[config.mk]
export PLATFORM = sky130hd
export DESIGN_NAME = arc_range_comparator
export DESIGN_NICKNAME = d
export VERILOG_FILES = /design/src/hdl/arc_pkg.sv /design/src/hdl/arc_range_comparator.sv
export SDC_FILE = /design/constraint.sdc
export NUM_CORES = 1
export LEC_CHECK = 0
export ABC_CLOCK_PERIOD_IN_PS = 6100
export BUFFER_PORTS_ARGS = -buffer_cell sky130_fd_sc_hd__buf_2
export CAP_MARGIN = 0
export CORE_ASPECT_RATIO = 1.25
export CORE_MARGIN = 2
export CORE_UTILIZATION = 45
export DETAILED_ROUTE_END_ITERATION = 10
export PLACE_DENSITY = 0.7
export SLEW_MARGIN = 10
export SYNTH_ARGS = -nofsm -noshare
export SYNTH_HDL_FRONTEND = slang
export SYNTH_SLANG_ARGS = --single-unit
[constraint.sdc]
create_clock -name aclk -period 6.1 [get_ports aclk]
set_input_delay 1.22 -clock aclk [delete_from_list [all_inputs] [get_ports aclk]]
set_output_delay 1.22 -clock aclk [all_outputs]
set_load 0.005 [all_outputs]
[src/hdl/arc_pkg.sv]
// package of constants for the range comparator block
// Function
// - four upper threshold registers, ten-bit value in bits nine to zero
// - four lower threshold registers, same layout, paired by index with upper
// - eight-bit mode compares bits seven to zero; bits nine, eight read zero
// - threshold bits fifteen to ten read zero; software writes zero
// - each channel has irq enable, compare enable, two-bit pair select; two per byte
// - compare a channel only when its compare enable is one
// - request raised when channel flag set and its irq enable is one
// - pair select value picks the threshold pair of the same index
// - inside bit zero detects outside range, one detects inside range
// - outside: result above upper or below lower threshold
// - inside: result not above upper and not below lower threshold
// - on flag rising in outside mode, over bit shows above upper versus below lower
// - over bit unchanged when detection occurs with flag already set
// - over bit has no meaning in inside mode
// - one readable, writable hit flag per channel
// - flag set on detection regardless of irq enable
// - writing zero clears flag, writing one has no effect
// - simultaneous set and clear leaves the flag set
package arc_pkg;
  // ------------------------------------------------------------------
  // register map, one 32-bit word each, low bits used
  // ------------------------------------------------------------------
  localparam logic [7:0]  ARC_UPPER_BASE   = 8'h00;  // 4 words
  localparam logic [7:0]  ARC_LOWER_BASE   = 8'h10;  // 4 words
  localparam logic [7:0]  ARC_CTRL_BASE    = 8'h20;  // 16 words
  localparam logic [7:0]  ARC_INSIDE_BASE  = 8'h60;  // 4 words
  localparam logic [7:0]  ARC_OVER_BASE    = 8'h70;  // 4 words
  localparam logic [7:0]  ARC_HIT_BASE     = 8'h80;  // 4 words
  localparam logic [7:0]  ARC_CONFIG_ADDR  = 8'h90;  // resolution select
  // ------------------------------------------------------------------
  // field layout and reset values
  // ------------------------------------------------------------------
  localparam int          ARC_THR_W        = 10;
  localparam int          ARC_CTL_IE_BIT   = 3;
  localparam int          ARC_CTL_CE_BIT   = 2;
  localparam logic [15:0] ARC_THR_RESET    = 16'h0000;
  localparam logic [7:0]  ARC_BYTE_RESET   = 8'h00;
  localparam logic [1:0]  ARC_RESP_OKAY    = 2'b00;
  localparam logic [1:0]  ARC_RESP_SLVERR  = 2'b10;
endpackage

[src/hdl/arc_range_comparator.sv]
// range comparator with axi4-lite register slave
//
// Implementation choices: the register offsets and the AXI4-Lite interface to the registers.
`timescale 1ns/1ps
`default_nettype none
module arc_range_comparator
  import arc_pkg::*;
#(
  parameter int NCH = 32
) (
  input  wire logic                  aclk,
  input  wire logic                  aresetn,
  input  wire logic [7:0]            s_axi_awaddr,
  input  wire logic                  s_axi_awvalid,
  output logic                       s_axi_awready,
  input  wire logic [31:0]           s_axi_wdata,
  input  wire logic [3:0]            s_axi_wstrb,
  input  wire logic                  s_axi_wvalid,
  output logic                       s_axi_wready,
  output logic [1:0]                 s_axi_bresp,
  output logic                       s_axi_bvalid,
  input  wire logic                  s_axi_bready,
  input  wire logic [7:0]            s_axi_araddr,
  input  wire logic                  s_axi_arvalid,
  output logic                       s_axi_arready,
  output logic [31:0]                s_axi_rdata,
  output logic [1:0]                 s_axi_rresp,
  output logic                       s_axi_rvalid,
  input  wire logic                  s_axi_rready,
  input  wire logic                  conv_done,
  input  wire logic [4:0]            conv_channel,
  input  wire logic [ARC_THR_W-1:0]  conv_result,
  output logic                       range_irq
);

  // ------------------------------------------------------------------
  // storage
  // ------------------------------------------------------------------
  logic [ARC_THR_W-1:0] upper_q [4];
  logic [ARC_THR_W-1:0] lower_q [4];
  logic [3:0]           ctrl_q  [NCH];
  logic [NCH-1:0]       inside_q;
  logic [NCH-1:0]       over_q;
  logic [NCH-1:0]       hit_q;
  logic                 res8_q;

  // ------------------------------------------------------------------
  // write channel: take address and data in either order
  // ------------------------------------------------------------------
  logic       aw_have_q;
  logic       w_have_q;
  logic [7:0] aw_addr_q;
  logic [31:0] w_data_q;
  logic [3:0] w_strb_q;
  logic       wr_go;
  logic       wr_ok;

  assign s_axi_awready = !aw_have_q && !s_axi_bvalid;
  assign s_axi_wready  = !w_have_q && !s_axi_bvalid;
  assign wr_go         = aw_have_q && w_have_q;

  // latch address and data halves
  always_ff @(posedge aclk) begin
    if (!aresetn) begin
      aw_have_q <= 1'b0;
      w_have_q  <= 1'b0;
      aw_addr_q <= 8'h00;
      w_data_q  <= 32'h0000_0000;
      w_strb_q  <= 4'h0;
    end else begin
      if (s_axi_awvalid && s_axi_awready) begin
        aw_have_q <= 1'b1;
        aw_addr_q <= s_axi_awaddr;
      end else if (wr_go) begin
        aw_have_q <= 1'b0;
      end
      if (s_axi_wvalid && s_axi_wready) begin
        w_have_q <= 1'b1;
        w_data_q <= s_axi_wdata;
        w_strb_q <= s_axi_wstrb;
      end else if (wr_go) begin
        w_have_q <= 1'b0;
      end
    end
  end

  // map check shared by reads and writes
  function automatic logic addr_mapped(input logic [7:0] a);
    addr_mapped = (a[1:0] == 2'b00) && (a <= ARC_CONFIG_ADDR);
  endfunction

  assign wr_ok = addr_mapped(aw_addr_q);

  // write response
  always_ff @(posedge aclk) begin
    if (!aresetn) begin
      s_axi_bvalid <= 1'b0;
      s_axi_bresp  <= ARC_RESP_OKAY;
    end else if (wr_go) begin
      s_axi_bvalid <= 1'b1;
      s_axi_bresp  <= wr_ok ? ARC_RESP_OKAY : ARC_RESP_SLVERR;
    end else if (s_axi_bready) begin
      s_axi_bvalid <= 1'b0;
    end
  end

  // refused addresses answer with an error
  refused_wr_a: assert property (@(posedge aclk) disable iff (!aresetn)
    (wr_go && !wr_ok) |=> (s_axi_bresp == ARC_RESP_SLVERR))
    else $error("refused write answered okay");

  // ------------------------------------------------------------------
  // write decode
  // ------------------------------------------------------------------
  logic [7:0] wr_word;
  logic       wr_b0;
  logic       wr_b1;
  assign wr_word = {2'b00, aw_addr_q[7:2]};
  // refused addresses never reach a register
  assign wr_b0   = wr_go && wr_ok && w_strb_q[0];
  assign wr_b1   = wr_go && wr_ok && w_strb_q[1];

  // threshold pairs and resolution select
  always_ff @(posedge aclk) begin
    if (!aresetn) begin
      for (int i = 0; i < 4; i++) begin
        upper_q[i] <= ARC_THR_RESET[ARC_THR_W-1:0];
        lower_q[i] <= ARC_THR_RESET[ARC_THR_W-1:0];
      end
      res8_q <= 1'b0;
    end else begin
      for (int i = 0; i < 4; i++) begin
        if (wr_word == (ARC_UPPER_BASE >> 2) + 8'(i)) begin
          if (wr_b0) upper_q[i][7:0] <= w_data_q[7:0];
          if (wr_b1) upper_q[i][9:8] <= w_data_q[9:8];
        end
        if (wr_word == (ARC_LOWER_BASE >> 2) + 8'(i)) begin
          if (wr_b0) lower_q[i][7:0] <= w_data_q[7:0];
          if (wr_b1) lower_q[i][9:8] <= w_data_q[9:8];
        end
      end
      if (wr_word == (ARC_CONFIG_ADDR >> 2) && wr_b0) begin
        res8_q <= w_data_q[0];
      end
    end
  end

  // per-channel controls, one nibble per channel, two channels per word
  always_ff @(posedge aclk) begin
    if (!aresetn) begin
      for (int c = 0; c < NCH; c++) begin
        ctrl_q[c] <= ARC_BYTE_RESET[3:0];
      end
      inside_q <= '0;
    end else begin
      for (int c = 0; c < NCH; c++) begin
        if (wr_word == (ARC_CTRL_BASE >> 2) + 8'(c / 2) && wr_b0) begin
          ctrl_q[c] <= (c % 2 == 0) ? w_data_q[3:0] : w_data_q[7:4];
        end
        if (wr_word == (ARC_INSIDE_BASE >> 2) + 8'(c / 8) && wr_b0) begin
          inside_q[c] <= w_data_q[c % 8];
        end
      end
    end
  end

  // both nibbles of a control word land on their channels
  ctrl_write_a: assert property (@(posedge aclk) disable iff (!aresetn)
    (wr_b0 && wr_word == (ARC_CTRL_BASE >> 2))
    |=> (ctrl_q[0] == $past(w_data_q[3:0]) && ctrl_q[1] == $past(w_data_q[7:4])))
    else $error("control word not split into nibbles");

  // ------------------------------------------------------------------
  // comparison on each completed conversion
  // ------------------------------------------------------------------
  logic [3:0]           cur_ctl;
  logic [1:0]           cur_sel;
  logic [ARC_THR_W-1:0] cur_up;
  logic [ARC_THR_W-1:0] cur_lo;
  logic [ARC_THR_W-1:0] cur_res;
  logic                 above;
  logic                 below;
  logic                 hit;
  logic [NCH-1:0]       hit_set;
  logic [NCH-1:0]       hit_clr;

  assign cur_ctl = ctrl_q[conv_channel];
  assign cur_sel = cur_ctl[1:0];
  // eight-bit mode ignores threshold bits nine and eight
  assign cur_up  = res8_q ? {2'b00, upper_q[cur_sel][7:0]}
                          : upper_q[cur_sel];
  assign cur_lo  = res8_q ? {2'b00, lower_q[cur_sel][7:0]}
                          : lower_q[cur_sel];
  assign cur_res = res8_q ? {2'b00, conv_result[7:0]} : conv_result;
  assign above   = cur_res > cur_up;
  assign below   = cur_res < cur_lo;
  // inside selects the inverse of the outside condition
  assign hit     = inside_q[conv_channel] ? (!above && !below)
                                          : (above || below);
  // evaluate once per conversion, only when enabled
  always_comb begin
    hit_set = '0;
    if (conv_done && cur_ctl[ARC_CTL_CE_BIT] && hit) begin
      hit_set[conv_channel] = 1'b1;
    end
  end

  // detection follows the selected condition, only on an enabled conversion
  below_lower_a: assert property (@(posedge aclk) disable iff (!aresetn)
    (conv_done && !inside_q[conv_channel] && cur_ctl[ARC_CTL_CE_BIT]
     && cur_res < cur_lo) |-> hit_set[conv_channel])
    else $error("below lower not detected");
  inside_hit_a: assert property (@(posedge aclk) disable iff (!aresetn)
    (conv_done && inside_q[conv_channel] && cur_ctl[ARC_CTL_CE_BIT]
     && cur_res <= cur_up && cur_res >= cur_lo) |-> hit_set[conv_channel])
    else $error("inside result not detected");
  disabled_idle_a: assert property (@(posedge aclk) disable iff (!aresetn)
    (conv_done && !cur_ctl[ARC_CTL_CE_BIT]) |-> (hit_set == '0))
    else $error("disabled channel compared");
  conv_only_a: assert property (@(posedge aclk) disable iff (!aresetn)
    !conv_done |-> (hit_set == '0))
    else $error("detection without conversion");
  res8_cmp_a: assert property (@(posedge aclk) disable iff (!aresetn)
    (res8_q && conv_done && cur_ctl[ARC_CTL_CE_BIT] && !inside_q[conv_channel]
     && conv_result[7:0] > upper_q[cur_sel][7:0]) |-> hit_set[conv_channel])
    else $error("eight-bit compare used high bits");

  // writing zero clears, writing one leaves the flag
  always_comb begin
    hit_clr = '0;
    for (int c = 0; c < NCH; c++) begin
      if (wr_word == (ARC_HIT_BASE >> 2) + 8'(c / 8) && wr_b0) begin
        hit_clr[c] = !w_data_q[c % 8];
      end
    end
  end

  // hit flags, set wins over clear
  always_ff @(posedge aclk) begin
    if (!aresetn) begin
      hit_q <= '0;
    end else begin
      hit_q <= (hit_q & ~hit_clr) | hit_set;
    end
  end

  // flags hold without a detection or a zero write
  flag_hold_a: assert property (@(posedge aclk) disable iff (!aresetn)
    (hit_set == '0 && hit_clr == '0) |=> $stable(hit_q))
    else $error("flag moved without cause");

  // over bit captured only when flag rises, outside mode
  always_ff @(posedge aclk) begin
    if (!aresetn) begin
      over_q <= '0;
    end else begin
      for (int c = 0; c < NCH; c++) begin
        if (hit_set[c] && !hit_q[c] && !inside_q[c]) begin
          over_q[c] <= above;
        end
      end
    end
  end

  // over bit tracks the rising flag, untouched in inside mode
  over_set_a: assert property (@(posedge aclk) disable iff (!aresetn)
    (hit_set[conv_channel] && !hit_q[conv_channel] && !inside_q[conv_channel])
    |=> (over_q[$past(conv_channel)] == $past(cur_res > cur_up)))
    else $error("over bit wrong on rising flag");
  over_inside_a: assert property (@(posedge aclk) disable iff (!aresetn)
    (conv_done && inside_q[conv_channel]) |=> $stable(over_q))
    else $error("over bit moved in inside mode");

  // ------------------------------------------------------------------
  // interrupt output
  // ------------------------------------------------------------------
  logic [NCH-1:0] irq_vec;
  for (genvar g = 0; g < NCH; g++) begin : g_irq
    assign irq_vec[g] = hit_q[g] && ctrl_q[g][ARC_CTL_IE_BIT];
  end
  assign range_irq = |irq_vec;

  // an enabled detection raises the request next cycle; no flag, no request
  irq_follows_a: assert property (@(posedge aclk) disable iff (!aresetn)
    (hit_set[conv_channel] && cur_ctl[ARC_CTL_IE_BIT] && !wr_go) |=> range_irq)
    else $error("enabled detection raised no request");
  irq_idle_a: assert property (@(posedge aclk) disable iff (!aresetn)
    (hit_q == '0) |-> !range_irq)
    else $error("request without flag");

  // ------------------------------------------------------------------
  // read channel, one cycle to rvalid
  // ------------------------------------------------------------------
  logic [7:0]  rd_word;
  logic [31:0] rd_val;
  assign rd_word = {2'b00, s_axi_araddr[7:2]};
  assign s_axi_arready = !s_axi_rvalid;

  // read mux, reserved bits zero
  always_comb begin
    rd_val = 32'h0000_0000;
    for (int i = 0; i < 4; i++) begin
      if (rd_word == (ARC_UPPER_BASE >> 2) + 8'(i)) begin
        rd_val[9:0] = res8_q ? {2'b00, upper_q[i][7:0]} : upper_q[i];
      end
      if (rd_word == (ARC_LOWER_BASE >> 2) + 8'(i)) begin
        rd_val[9:0] = res8_q ? {2'b00, lower_q[i][7:0]} : lower_q[i];
      end
      if (rd_word == (ARC_INSIDE_BASE >> 2) + 8'(i)) begin
        rd_val[7:0] = inside_q[i*8 +: 8];
      end
      if (rd_word == (ARC_OVER_BASE >> 2) + 8'(i)) begin
        rd_val[7:0] = over_q[i*8 +: 8];
      end
      if (rd_word == (ARC_HIT_BASE >> 2) + 8'(i)) begin
        rd_val[7:0] = hit_q[i*8 +: 8];
      end
    end
    for (int j = 0; j < NCH / 2; j++) begin
      if (rd_word == (ARC_CTRL_BASE >> 2) + 8'(j)) begin
        rd_val[7:0] = {ctrl_q[2*j+1], ctrl_q[2*j]};
      end
    end
    if (rd_word == (ARC_CONFIG_ADDR >> 2)) begin
      rd_val[0] = res8_q;
    end
  end

  // read data and response
  always_ff @(posedge aclk) begin
    if (!aresetn) begin
      s_axi_rvalid <= 1'b0;
      s_axi_rdata  <= 32'h0000_0000;
      s_axi_rresp  <= ARC_RESP_OKAY;
    end else if (s_axi_arvalid && s_axi_arready) begin
      s_axi_rvalid <= 1'b1;
      s_axi_rdata  <= addr_mapped(s_axi_araddr) ? rd_val : 32'h0000_0000;
      s_axi_rresp  <= addr_mapped(s_axi_araddr) ? ARC_RESP_OKAY : ARC_RESP_SLVERR;
    end else if (s_axi_rready) begin
      s_axi_rvalid <= 1'b0;
    end
  end

  // threshold reads keep the reserved bits clear
  thr_reserved_a: assert property (@(posedge aclk) disable iff (!aresetn)
    (s_axi_arvalid && s_axi_arready && s_axi_araddr < ARC_CTRL_BASE)
    |=> (s_axi_rdata[31:10] == 22'h00_0000))
    else $error("threshold reserved bits not zero");

  // ------------------------------------------------------------------
  // checks
  // ------------------------------------------------------------------
  hit_sets_flag_a: assert property (@(posedge aclk) disable iff (!aresetn)
    (conv_done && cur_ctl[ARC_CTL_CE_BIT] && hit) |=> hit_q[$past(conv_channel)])
    else $error("detection did not set flag");
  disabled_no_set_a: assert property (@(posedge aclk) disable iff (!aresetn)
    (hit_set != '0) |-> cur_ctl[ARC_CTL_CE_BIT])
    else $error("flag set on disabled channel");
  set_beats_clr_a: assert property (@(posedge aclk) disable iff (!aresetn)
    (hit_set != '0 && hit_clr != '0) |=> ((hit_q & $past(hit_set)) == $past(hit_set)))
    else $error("clear beat set");
  clear_zero_a: assert property (@(posedge aclk) disable iff (!aresetn)
    (hit_clr != '0 && hit_set == '0) |=> ((hit_q & $past(hit_clr)) == '0))
    else $error("zero write did not clear");
  over_hold_a: assert property (@(posedge aclk) disable iff (!aresetn)
    (conv_done && hit_q[conv_channel])
    |=> (over_q[$past(conv_channel)] == $past(over_q[conv_channel])))
    else $error("over bit moved while flagged");
  irq_gate_a: assert property (@(posedge aclk) disable iff (!aresetn)
    range_irq == |(hit_q & irq_vec))
    else $error("irq output mismatch");
  outside_cond_a: assert property (@(posedge aclk) disable iff (!aresetn)
    (conv_done && !inside_q[conv_channel] && cur_ctl[ARC_CTL_CE_BIT]
     && cur_res > cur_up) |-> hit_set[conv_channel])
    else $error("above upper not detected");
  inside_cond_a: assert property (@(posedge aclk) disable iff (!aresetn)
    (hit_set[conv_channel] && inside_q[conv_channel])
    |-> (cur_res <= cur_up && cur_res >= cur_lo))
    else $error("inside detection out of range");
  res8_read_a: assert property (@(posedge aclk) disable iff (!aresetn)
    (s_axi_arvalid && s_axi_arready && res8_q && s_axi_araddr < ARC_INSIDE_BASE
     && s_axi_araddr < ARC_CTRL_BASE) |=> s_axi_rdata[15:8] == 8'h00)
    else $error("threshold high bits not zero in 8-bit mode");

endmodule
`default_nettype wire

==> out/summary.md, run 1 <==
- 6.58 ns — required time reported for the critical path endpoint
- sky130_fd_sc_hd__mux2i_4 — Slowest cell on crit path
- 5.71 mW — total power of the final layout
- 6.69 — average via count per standard cell
- 5.63 ns — Final min period
- 18 — Max FO, Critical Path
- 0.178 GHz — maximum clock frequency
- sky130_fd_sc_hd__clkbuf_16 — CTS Root Cell
- 0.00887 sq mm — area of the multi-input gates
- 0.0185 sq mm — netlist area before placement
- 45.4% — relative contribution of sequential cells to total power
- 45.3% — Initial Util
- 1.06 — final weighted congestion in routability-driven placement
- 0.57 ns — Clk Latency, worst-skew pair
- 1.62 mW — net load switching power
- 0.61 ns — Slowest Stage Delay on Critical Path
- 39.8% — power share of the clock group
- 7.60 nW — Static Leakage
- ctrl_q[0][0] — launch instance of the worst register-to-register path
- 2 — Worst Hold Depth
- complete, no violations — outcome
- 33.8% — share of Yosys cell area claimed by the top area cell type
- 0 — number of buffers added to fix hold violations after cts
- 2505 — placed cell count
- 48.2% — portion of the post-synthesis area used by sequential elements
- w_data_q[8] — Hold EP
- sky130_fd_sc_hd__edfxtp_1 34%, sky130_fd_sc_hd__dfxtp_1 14%, sky130_fd_sc_hd__mux2i_1 6.4%, sky130_fd_sc_hd__nor2_1 5.0%, sky130_fd_sc_hd__nand2_1 4.8% — top post-synthesis cells by area
- hit_q[31] — endpoint of the worst-slack reg-to-reg timing path
- 87 — maximum number of pins on one net before global-route repair
- flip-flop to flip-flop — Hold Crit Class
- 0% — share of flip-flops with an asynchronous set or reset
- 185 um — Chip Width
- built — CTS tree
- 14.8% — combinational cell fraction of total power
- 0 — total congestion overflow
- 0 — setup-violating endpoint count in the final report
- sky130_fd_sc_hd__edfxtp_1 — most instantiated flip-flop cell in the synthesis netlist
- 75 — number of distinct library cells after synthesis
- w_data_q[8] — min-delay src
- 68 — IO buf count
- 1.27 ns — transition at the pin with the smallest max-transition slack
- 9.46 sq um — Avg Inst Size Synth
- sky130_fd_sc_hd__edfxtp_1 — cell type contributing the most total cell area after synthesis
- 0.06 ns — clock slew seen by the registers of the worst setup and hold paths
- flip-flop — category of the worst setup path capture point
- 4.09 mW — internal portion of total power
- 0 — final hold viol count
- 341 — sink count of the clock tree
- 2 — H-tree depth reported by CTS
- 112000 um — wire length of the first global-routing pass
- 0.000219 V — maximum resistive drop on vdd
- sky130_fd_sc_hd__o22ai_1 — cell seen most often among critical-path stages
- 1.11 ns — register-to-register setup slack
- 208 — number of flops mapped to enable cells by yosys
- sky130_fd_sc_hd__nor2_1 — count leader, synth
- 57400 um — half-perimeter wire length of the detailed placement result
- false — RSZ-0062 raised after global routing
- 2086 — final net count
- 15.1% — slew margin rel.
- 92.3% — final worst-path cycle share
- 0 — # diodes
- 0 — antenna-violating nets left
- 3758 — count of fill cells added during filler insertion
- 2704 — violation count after the first detailed-route iteration
- input pin — startpoint types
- 78900 um — sum of routed wire length over all layers
- 0 — final count of pins violating max slew
- 276 mW/mm^2 — power density over the cells
- 0 — YS warnings
- 28.4% — switching power share of the total
- 3 — Bufs on Longest Clock Path
- 37 — CTS Buf Count
- 0 — number of remaining DRC errors
- 1955 — synthesized instance count
- 0.00891 sq mm — register area
- 18 — number of cells traversed by the worst register-to-register path
- 0.0427 sq mm — full die area
- 246 x sky130_fd_sc_hd__nor2_1, 237 x sky130_fd_sc_hd__nand2_1, 208 x sky130_fd_sc_hd__edfxtp_1 — Synth top cells by count
- 6.11 ns — CP Data Arrival Time
- 1 — initial antenna violation count
- 117 — I/O pin count
- 36.7% — GR Util All Layers
- buf_2 > or3b_1 > o22ai_1 > nor4_1 > buf_4 > mux2i_4 > mux2_2 > o21ai_0 > ha_1 > nand3_1 > nor3_1 > nor4_1 > buf_4 > o22ai_1 > xnor2_1 > mux2i_4 > buf_12 > nand4_2 > o22ai_1 — cell chain of the critical path
- 231 um — Vert. Die Dim
- 0.0333 ns — clk_skew
- 0 ns — aggregate negative setup slack
- 0.0408 sq mm — placeable core area
- 17200 — total via count after detailed routing
- 12.1% — Syn-to-layout area delta
- 0 — post-cts sizing count
- 0 — maxcap violations
- 2573 — Layout Cells excl Fill
- 0 — post-CTS setup repair buffer count
- 8 — drt pass-1 iters
- 13.4% — share of layout cells above drive strength 1
- 16100 — vias in the first global route
- 30.6 um — wire length per cell after detailed routing
- 341 — number of flip-flops and latches in the synthesized netlist
- 83 — number of cell rows
- input pin to flip-flop — CP Class
-- cells in the final DEF (no fill, tap or decap), types with 10 or more instances in the layout --
cell type                   count
sky130_fd_sc_hd__a22oi_1       36
sky130_fd_sc_hd__mux2i_1      117
sky130_fd_sc_hd__nand3_1       88
sky130_fd_sc_hd__nor2_1       245
sky130_fd_sc_hd__nand2_1      237
sky130_fd_sc_hd__o221ai_1      10
sky130_fd_sc_hd__a221oi_1      16
sky130_fd_sc_hd__buf_2         66
sky130_fd_sc_hd__a32oi_1       11
sky130_fd_sc_hd__nand4_1       23
sky130_fd_sc_hd__nor3_1        31
sky130_fd_sc_hd__dfxtp_1      133
sky130_fd_sc_hd__a211oi_1      14
sky130_fd_sc_hd__buf_4         70
sky130_fd_sc_hd__nor2b_1       17
sky130_fd_sc_hd__o21ai_0      128
sky130_fd_sc_hd__mux4_2        16
sky130_fd_sc_hd__nand2b_1      17
sky130_fd_sc_hd__clkbuf_16     39
sky130_fd_sc_hd__ha_1          19
sky130_fd_sc_hd__nor4_1        30
sky130_fd_sc_hd__inv_1         19
sky130_fd_sc_hd__o22ai_1       63
sky130_fd_sc_hd__a21oi_1      110
sky130_fd_sc_hd__edfxtp_1     208
sky130_fd_sc_hd__conb_1        24
sky130_fd_sc_hd__a31oi_1       14
sky130_fd_sc_hd__mux2_2        26
-- power by group through the flow --
stage	combinational [mW]	sequential, mW	clock (mW)
after floorplan	0.506	2.59	0
after global placement	0.808	2.63	0
after detailed placement	0.820	2.64	0
after CTS	0.823	2.59	2.27
after global routing	0.885	2.59	2.36
final	0.847	2.59	2.27
-- cells by family (layout without fill, tap and decap cells) --
logic type	count (synthesis)	count (layout)	share of synthesized area, %
XOR/XNOR	2	2	0.0948
AO/OA/AOI/OAI	479	479	16.4
flip-flops	341	341	48.2
AND/OR/NAND/NOR	764	764	19.3
buffers and inverters	187	230	4.59
adder cells (fa/ha/maj)	19	19	1.29
multiplexers	162	162	10.1
other	1	24	0.0203
-- sequential cells by signal, summed over array words and instances, names as in the netlist, 10 cells and up --
register     count
w_data_q        10
upper_q         40
over_q          32
ctrl_q         128
lower_q         40
hit_q           32
s_axi_rdata     10
inside_q        32
-- area by class of cell --
| class | instances | share of cell area (%) |
|---|---|---|
| clock buffers | 49 | 5.08 |
| clock inverters | 19 | 0.761 |
| inverters | 20 | 0.362 |
| multi-input cells | 1450 | 42.8 |
| flip-flops and latches | 341 | 43.0 |
| well taps | 552 | 3.33 |
| repair buffers | 142 | 4.71 |
-- metrics by stage --
stage                     setup WS [ns]  hold slack (ns)  utilization (%)  cell area (sq um)
final                             0.471            0.464             50.8              20700
after global routing              0.319            0.482             50.8              20700
after CTS                         0.592            0.465             50.8              20700
after detailed placement         0.0581            0.455             47.8              19500
after global placement           0.0539            0.445             47.8              19500
after floorplan                   0.522            0.437                -              18600
-- per-layer routing --
metal,up-vias,global-route usage (%),wire length (um)
met5,-,0,0
met4,0,28.0,7420
met3,320,6.63,7740
met2,1235,58.0,36000
met1,8287,44.3,27600
li1,7363,-,-
-- worst max-delay path: cells and delay by family --
| family | cells | cell delay, ns |
|---|---|---|
| AO/OA/AOI/OAI | 4 | 0.95 |
| XOR/XNOR | 1 | 0.16 |
| adder cells (fa/ha/maj) | 1 | 0.32 |
| buffers and inverters | 4 | 0.75 |
| multiplexers | 3 | 1.23 |
| AND/OR/NAND/NOR | 6 | 1.42 |
-- how the worst max path moves through the flow --
stage | cells after the start | startpoint | slack, ns | endpoint
floorplan | 18 | conv_channel[1] | 0.52 | over_q[4]
global placement | 19 | conv_channel[1] | 0.05 | hit_q[31]
detailed placement | 20 | conv_channel[1] | 0.06 | hit_q[31]
CTS | 20 | conv_channel[1] | 0.59 | hit_q[31]
global route | 22 | conv_channel[3] | 0.32 | hit_q[31]
finish | 19 | conv_channel[4] | 0.47 | hit_q[31]
Power figures use the tool's default switching activity.
==> inputs of run 2 (changes only) <==
--- a/config.mk
+++ b/config.mk
@@ -5,14 +5,14 @@
 export SDC_FILE = /design/constraint.sdc
 export NUM_CORES = 1
 export LEC_CHECK = 0
-export ABC_CLOCK_PERIOD_IN_PS = 6100
+export ABC_CLOCK_PERIOD_IN_PS = 4770
 export BUFFER_PORTS_ARGS = -buffer_cell sky130_fd_sc_hd__buf_2
 export CAP_MARGIN = 0
 export CORE_ASPECT_RATIO = 1.25
 export CORE_MARGIN = 2
 export CORE_UTILIZATION = 45
 export DETAILED_ROUTE_END_ITERATION = 10
-export PLACE_DENSITY = 0.7
+export PLACE_DENSITY = 0.72
 export SLEW_MARGIN = 10
 export SYNTH_ARGS = -nofsm -noshare
 export SYNTH_HDL_FRONTEND = slang
==> constraint.sdc (replaced) <==
create_clock -name aclk -period 4.77 [get_ports aclk]
set_input_delay 0.954 -clock aclk [delete_from_list [all_inputs] [get_ports aclk]]
set_output_delay 0.954 -clock aclk [all_outputs]
set_load 0.005 [all_outputs]
==> out/summary.md, run 2 (synthesis gave the netlist of run 1 again) <==
- 5.09 ns — CP Data Arrival Time
- input pin — startpoint types
- 2 — Worst Hold Depth
- 0 — final count of pins violating max slew
- 0.56 ns — Clk Latency, worst-skew pair
- 246 x sky130_fd_sc_hd__nor2_1, 237 x sky130_fd_sc_hd__nand2_1, 208 x sky130_fd_sc_hd__edfxtp_1, 139 x sky130_fd_sc_hd__buf_4, 133 x sky130_fd_sc_hd__dfxtp_1 — most frequent cells in the layout
- 0.06 ns — clock slew seen by the registers of the worst setup and hold paths
- flip-flop — category of the worst setup path capture point
- 0.214 GHz — maximum clock frequency
- 21 — Max FO, Critical Path
- 113000 um — wire length of the first global-routing pass
- 6.64 — average via count per standard cell
- 0 — maxcap violations
- 24 — number of cells traversed by the worst register-to-register path
- ctrl_q[5][0] — launch instance of the worst register-to-register path
- 79900 um — sum of routed wire length over all layers
- buf_16 > buf_4 > buf_4 > mux2i_1 > a22oi_1 > nand3_1 > a21o_1 > buf_12 > buf_4 > buf_4 > o21ai_0 > ha_1 > a21oi_2 > o21ai_2 > nor4_4 > o22ai_1 > xnor2_1 > mux2i_4 > buf_12 > buf_12 > nand4_1 > mux2i_1 — cell chain of the critical path
- 0 — number of buffers added to fix hold violations after cts
- 74 — maximum number of pins on one net before global-route repair
- 8.08 nW — Static Leakage
- sky130_fd_sc_hd__clkbuf_16 — CTS Root Cell
- ctrl_q — Largest Register
- 0.000327 V — maximum resistive drop on vdd
- 4.67 ns — Final min period
- 17.7% — share of layout cells above drive strength 1
- 0.0200 sq mm — post-placement cell area
- 2651 — Layout Cells excl Fill
- 30.1 um — wire length per cell after detailed routing
- 0.0427 sq mm — full die area
- 3 — initial antenna violation count
- w_data_q[8] — min-delay src
- w_data_q[8] — Hold EP
- 0 — final hold viol count
- 231 um — Vert. Die Dim
- 0.35 ns — register-to-register setup slack
- 1.18 ns — transition at the pin with the smallest max-transition slack
- 53.1% — Post-Route Utilization
- 97.9% — final worst-path cycle share
- 2 — H-tree depth reported by CTS
- 68 — IO buf count
- -0.694 ns — worst slack after detailed placement
- 0.102 ns — Worst Setup Slack, final
- complete, no violations — outcome
- 83 — number of cell rows
- 0 — setup-violating endpoint count in the final report
- sky130_fd_sc_hd__nor2_1 — most common cell after layout, fill and taps aside
- ctrl_q (128), lower_q (40), upper_q (40) — Largest regs
- 0 — total congestion overflow
- 45.3% — Initial Util
- flip-flop to flip-flop — Hold Crit Class
- input pin to flip-flop — CP Class
- 8 — WP buf/inv
- 341 — sink count of the clock tree
- 58800 um — half-perimeter wire length of the detailed placement result
- 0.35 ns — Slowest Stage Delay on Critical Path
- 0 — antenna-violating nets left
- 117 — I/O pin count
- over_q[10] — endpoint of the worst-slack reg-to-reg timing path
- 185 um — Chip Width
- 3675 — count of fill cells added during filler insertion
- 17600 — total via count after detailed routing
- 3 — Bufs on Longest Clock Path
- buffers and inverters — dominant delay contributor by cell family on the critical path
- 2163 — final net count
- 16600 — vias in the first global route
- 2261 — violation count after the first detailed-route iteration
- 128 — flip-flop count of the largest register after layout
- 17.2% — Syn-to-layout area delta
- sky130_fd_sc_hd__mux2i_1 — Slowest cell on crit path
- 7 — drt pass-1 iters
- 21.3% — slew margin rel.
- 0 — number of remaining DRC errors
- 0.0217 sq mm — Post-Layout Inst Area
- 5.20 ns — required time reported for the critical path endpoint
- 0.0408 sq mm — placeable core area
- 350 mW/mm^2 — power density over the cells
- built — CTS tree
- sky130_fd_sc_hd__buf_4 — cell seen most often among critical-path stages
- 0.0264 ns — clk_skew
- 37 — CTS Buf Count
- 36.9% — GR Util All Layers
- 7.58 mW — total power of the final layout
- 1.09 — final weighted congestion in routability-driven placement
- 2567 — placed cell count
## run 2: changes by cell type in the layout (fill, tap and decap cells not counted), sizes merged
| cell | change |
|---|---|
| buf | +73 |
| clkinv | -7 |
| bufinv | +3 |
| clkbuf | +8 |
| diode | +1 |
## run 2: power by group
group / leakage (nW) / switching, mW / total, mW / internal [mW]
clock: 0.613 / 1.24 / 3.02 / 1.78
sequential: 3.22 / 0.105 / 3.32 / 3.21
combinational: 4.25 / 0.751 / 1.24 / 0.491
## run 2: area by class of cell
| class | count | area [sq um] | area share, % |
|---|---|---|---|
| multi-input combinational | 1450 | 9060 | 41.8 |
| clock inverter | 15 | 209 | 0.965 |
| sequential | 341 | 8910 | 41.1 |
| antenna | 1 | 2.50 | 0.0116 |
| clock buffer | 53 | 1060 | 4.88 |
| tap | 552 | 691 | 3.19 |
| timing repair buffer | 219 | 1660 | 7.68 |
| inverter | 20 | 75.1 | 0.347 |
## run 2: worst max path at each step
stage / end / from / depth (start not counted) / slack (ns)
floorplan: over_q[4] / conv_channel[4] / 19 / 0.004
global placement: hit_q[31] / conv_channel[1] / 21 / -0.64
detailed placement: hit_q[31] / conv_channel[4] / 21 / -0.69
CTS: over_q[10] / conv_channel[1] / 20 / 0.001
global route: hit_q[16] / conv_channel[3] / 25 / -0.03
finish: over_q[10] / conv_channel[1] / 22 / 0.10
## run 2: per-layer routing
layer | GRT usage, % | vias up | wire [um]
li1 | - | 7511 | -
met1 | 44.0 | 8401 | 28200
met2 | 56.9 | 1270 | 35700
met3 | 6.81 | 407 | 7750
met4 | 31.9 | 2 | 8240
met5 | 0 | - | 13
## run 2: worst reg2reg max path: cells and delay by family (launching register included)
family | cells | cell delay [ns]
DFF | 1 | 0.42
xor gates and xnor gates | 1 | 0.16
and+or+nand+nor | 5 | 0.73
buffers and inverters | 8 | 1.21
muxes | 5 | 0.87
AOI/OAI and AO/OA | 4 | 0.61
adders and majority gates | 1 | 0.29
## run 2: metrics by stage
| stage | hold slack (ns) | TNS, ns |
|---|---|---|
| 3_3_place_gp | 0.445 | -36.92 |
| 3_5_place_dp | 0.451 | -39.59 |
| 2_1_floorplan | 0.437 | 0 |
| 4_1_cts | 0.459 | 0 |
| 6_report | 0.461 | 0 |
| 5_1_grt | 0.488 | -0.347 |
## run 2: what timing repair did
| action | 4_1_cts | 5_1_grt |
|---|---|---|
| buffers inserted | 0 | 12 |
| gates resized for setup | 4 | 43 |
| endpoints found under the setup margin | 61 | 64 |
| cloned | 0 | 3 |
| pin swaps | 1 | 14 |
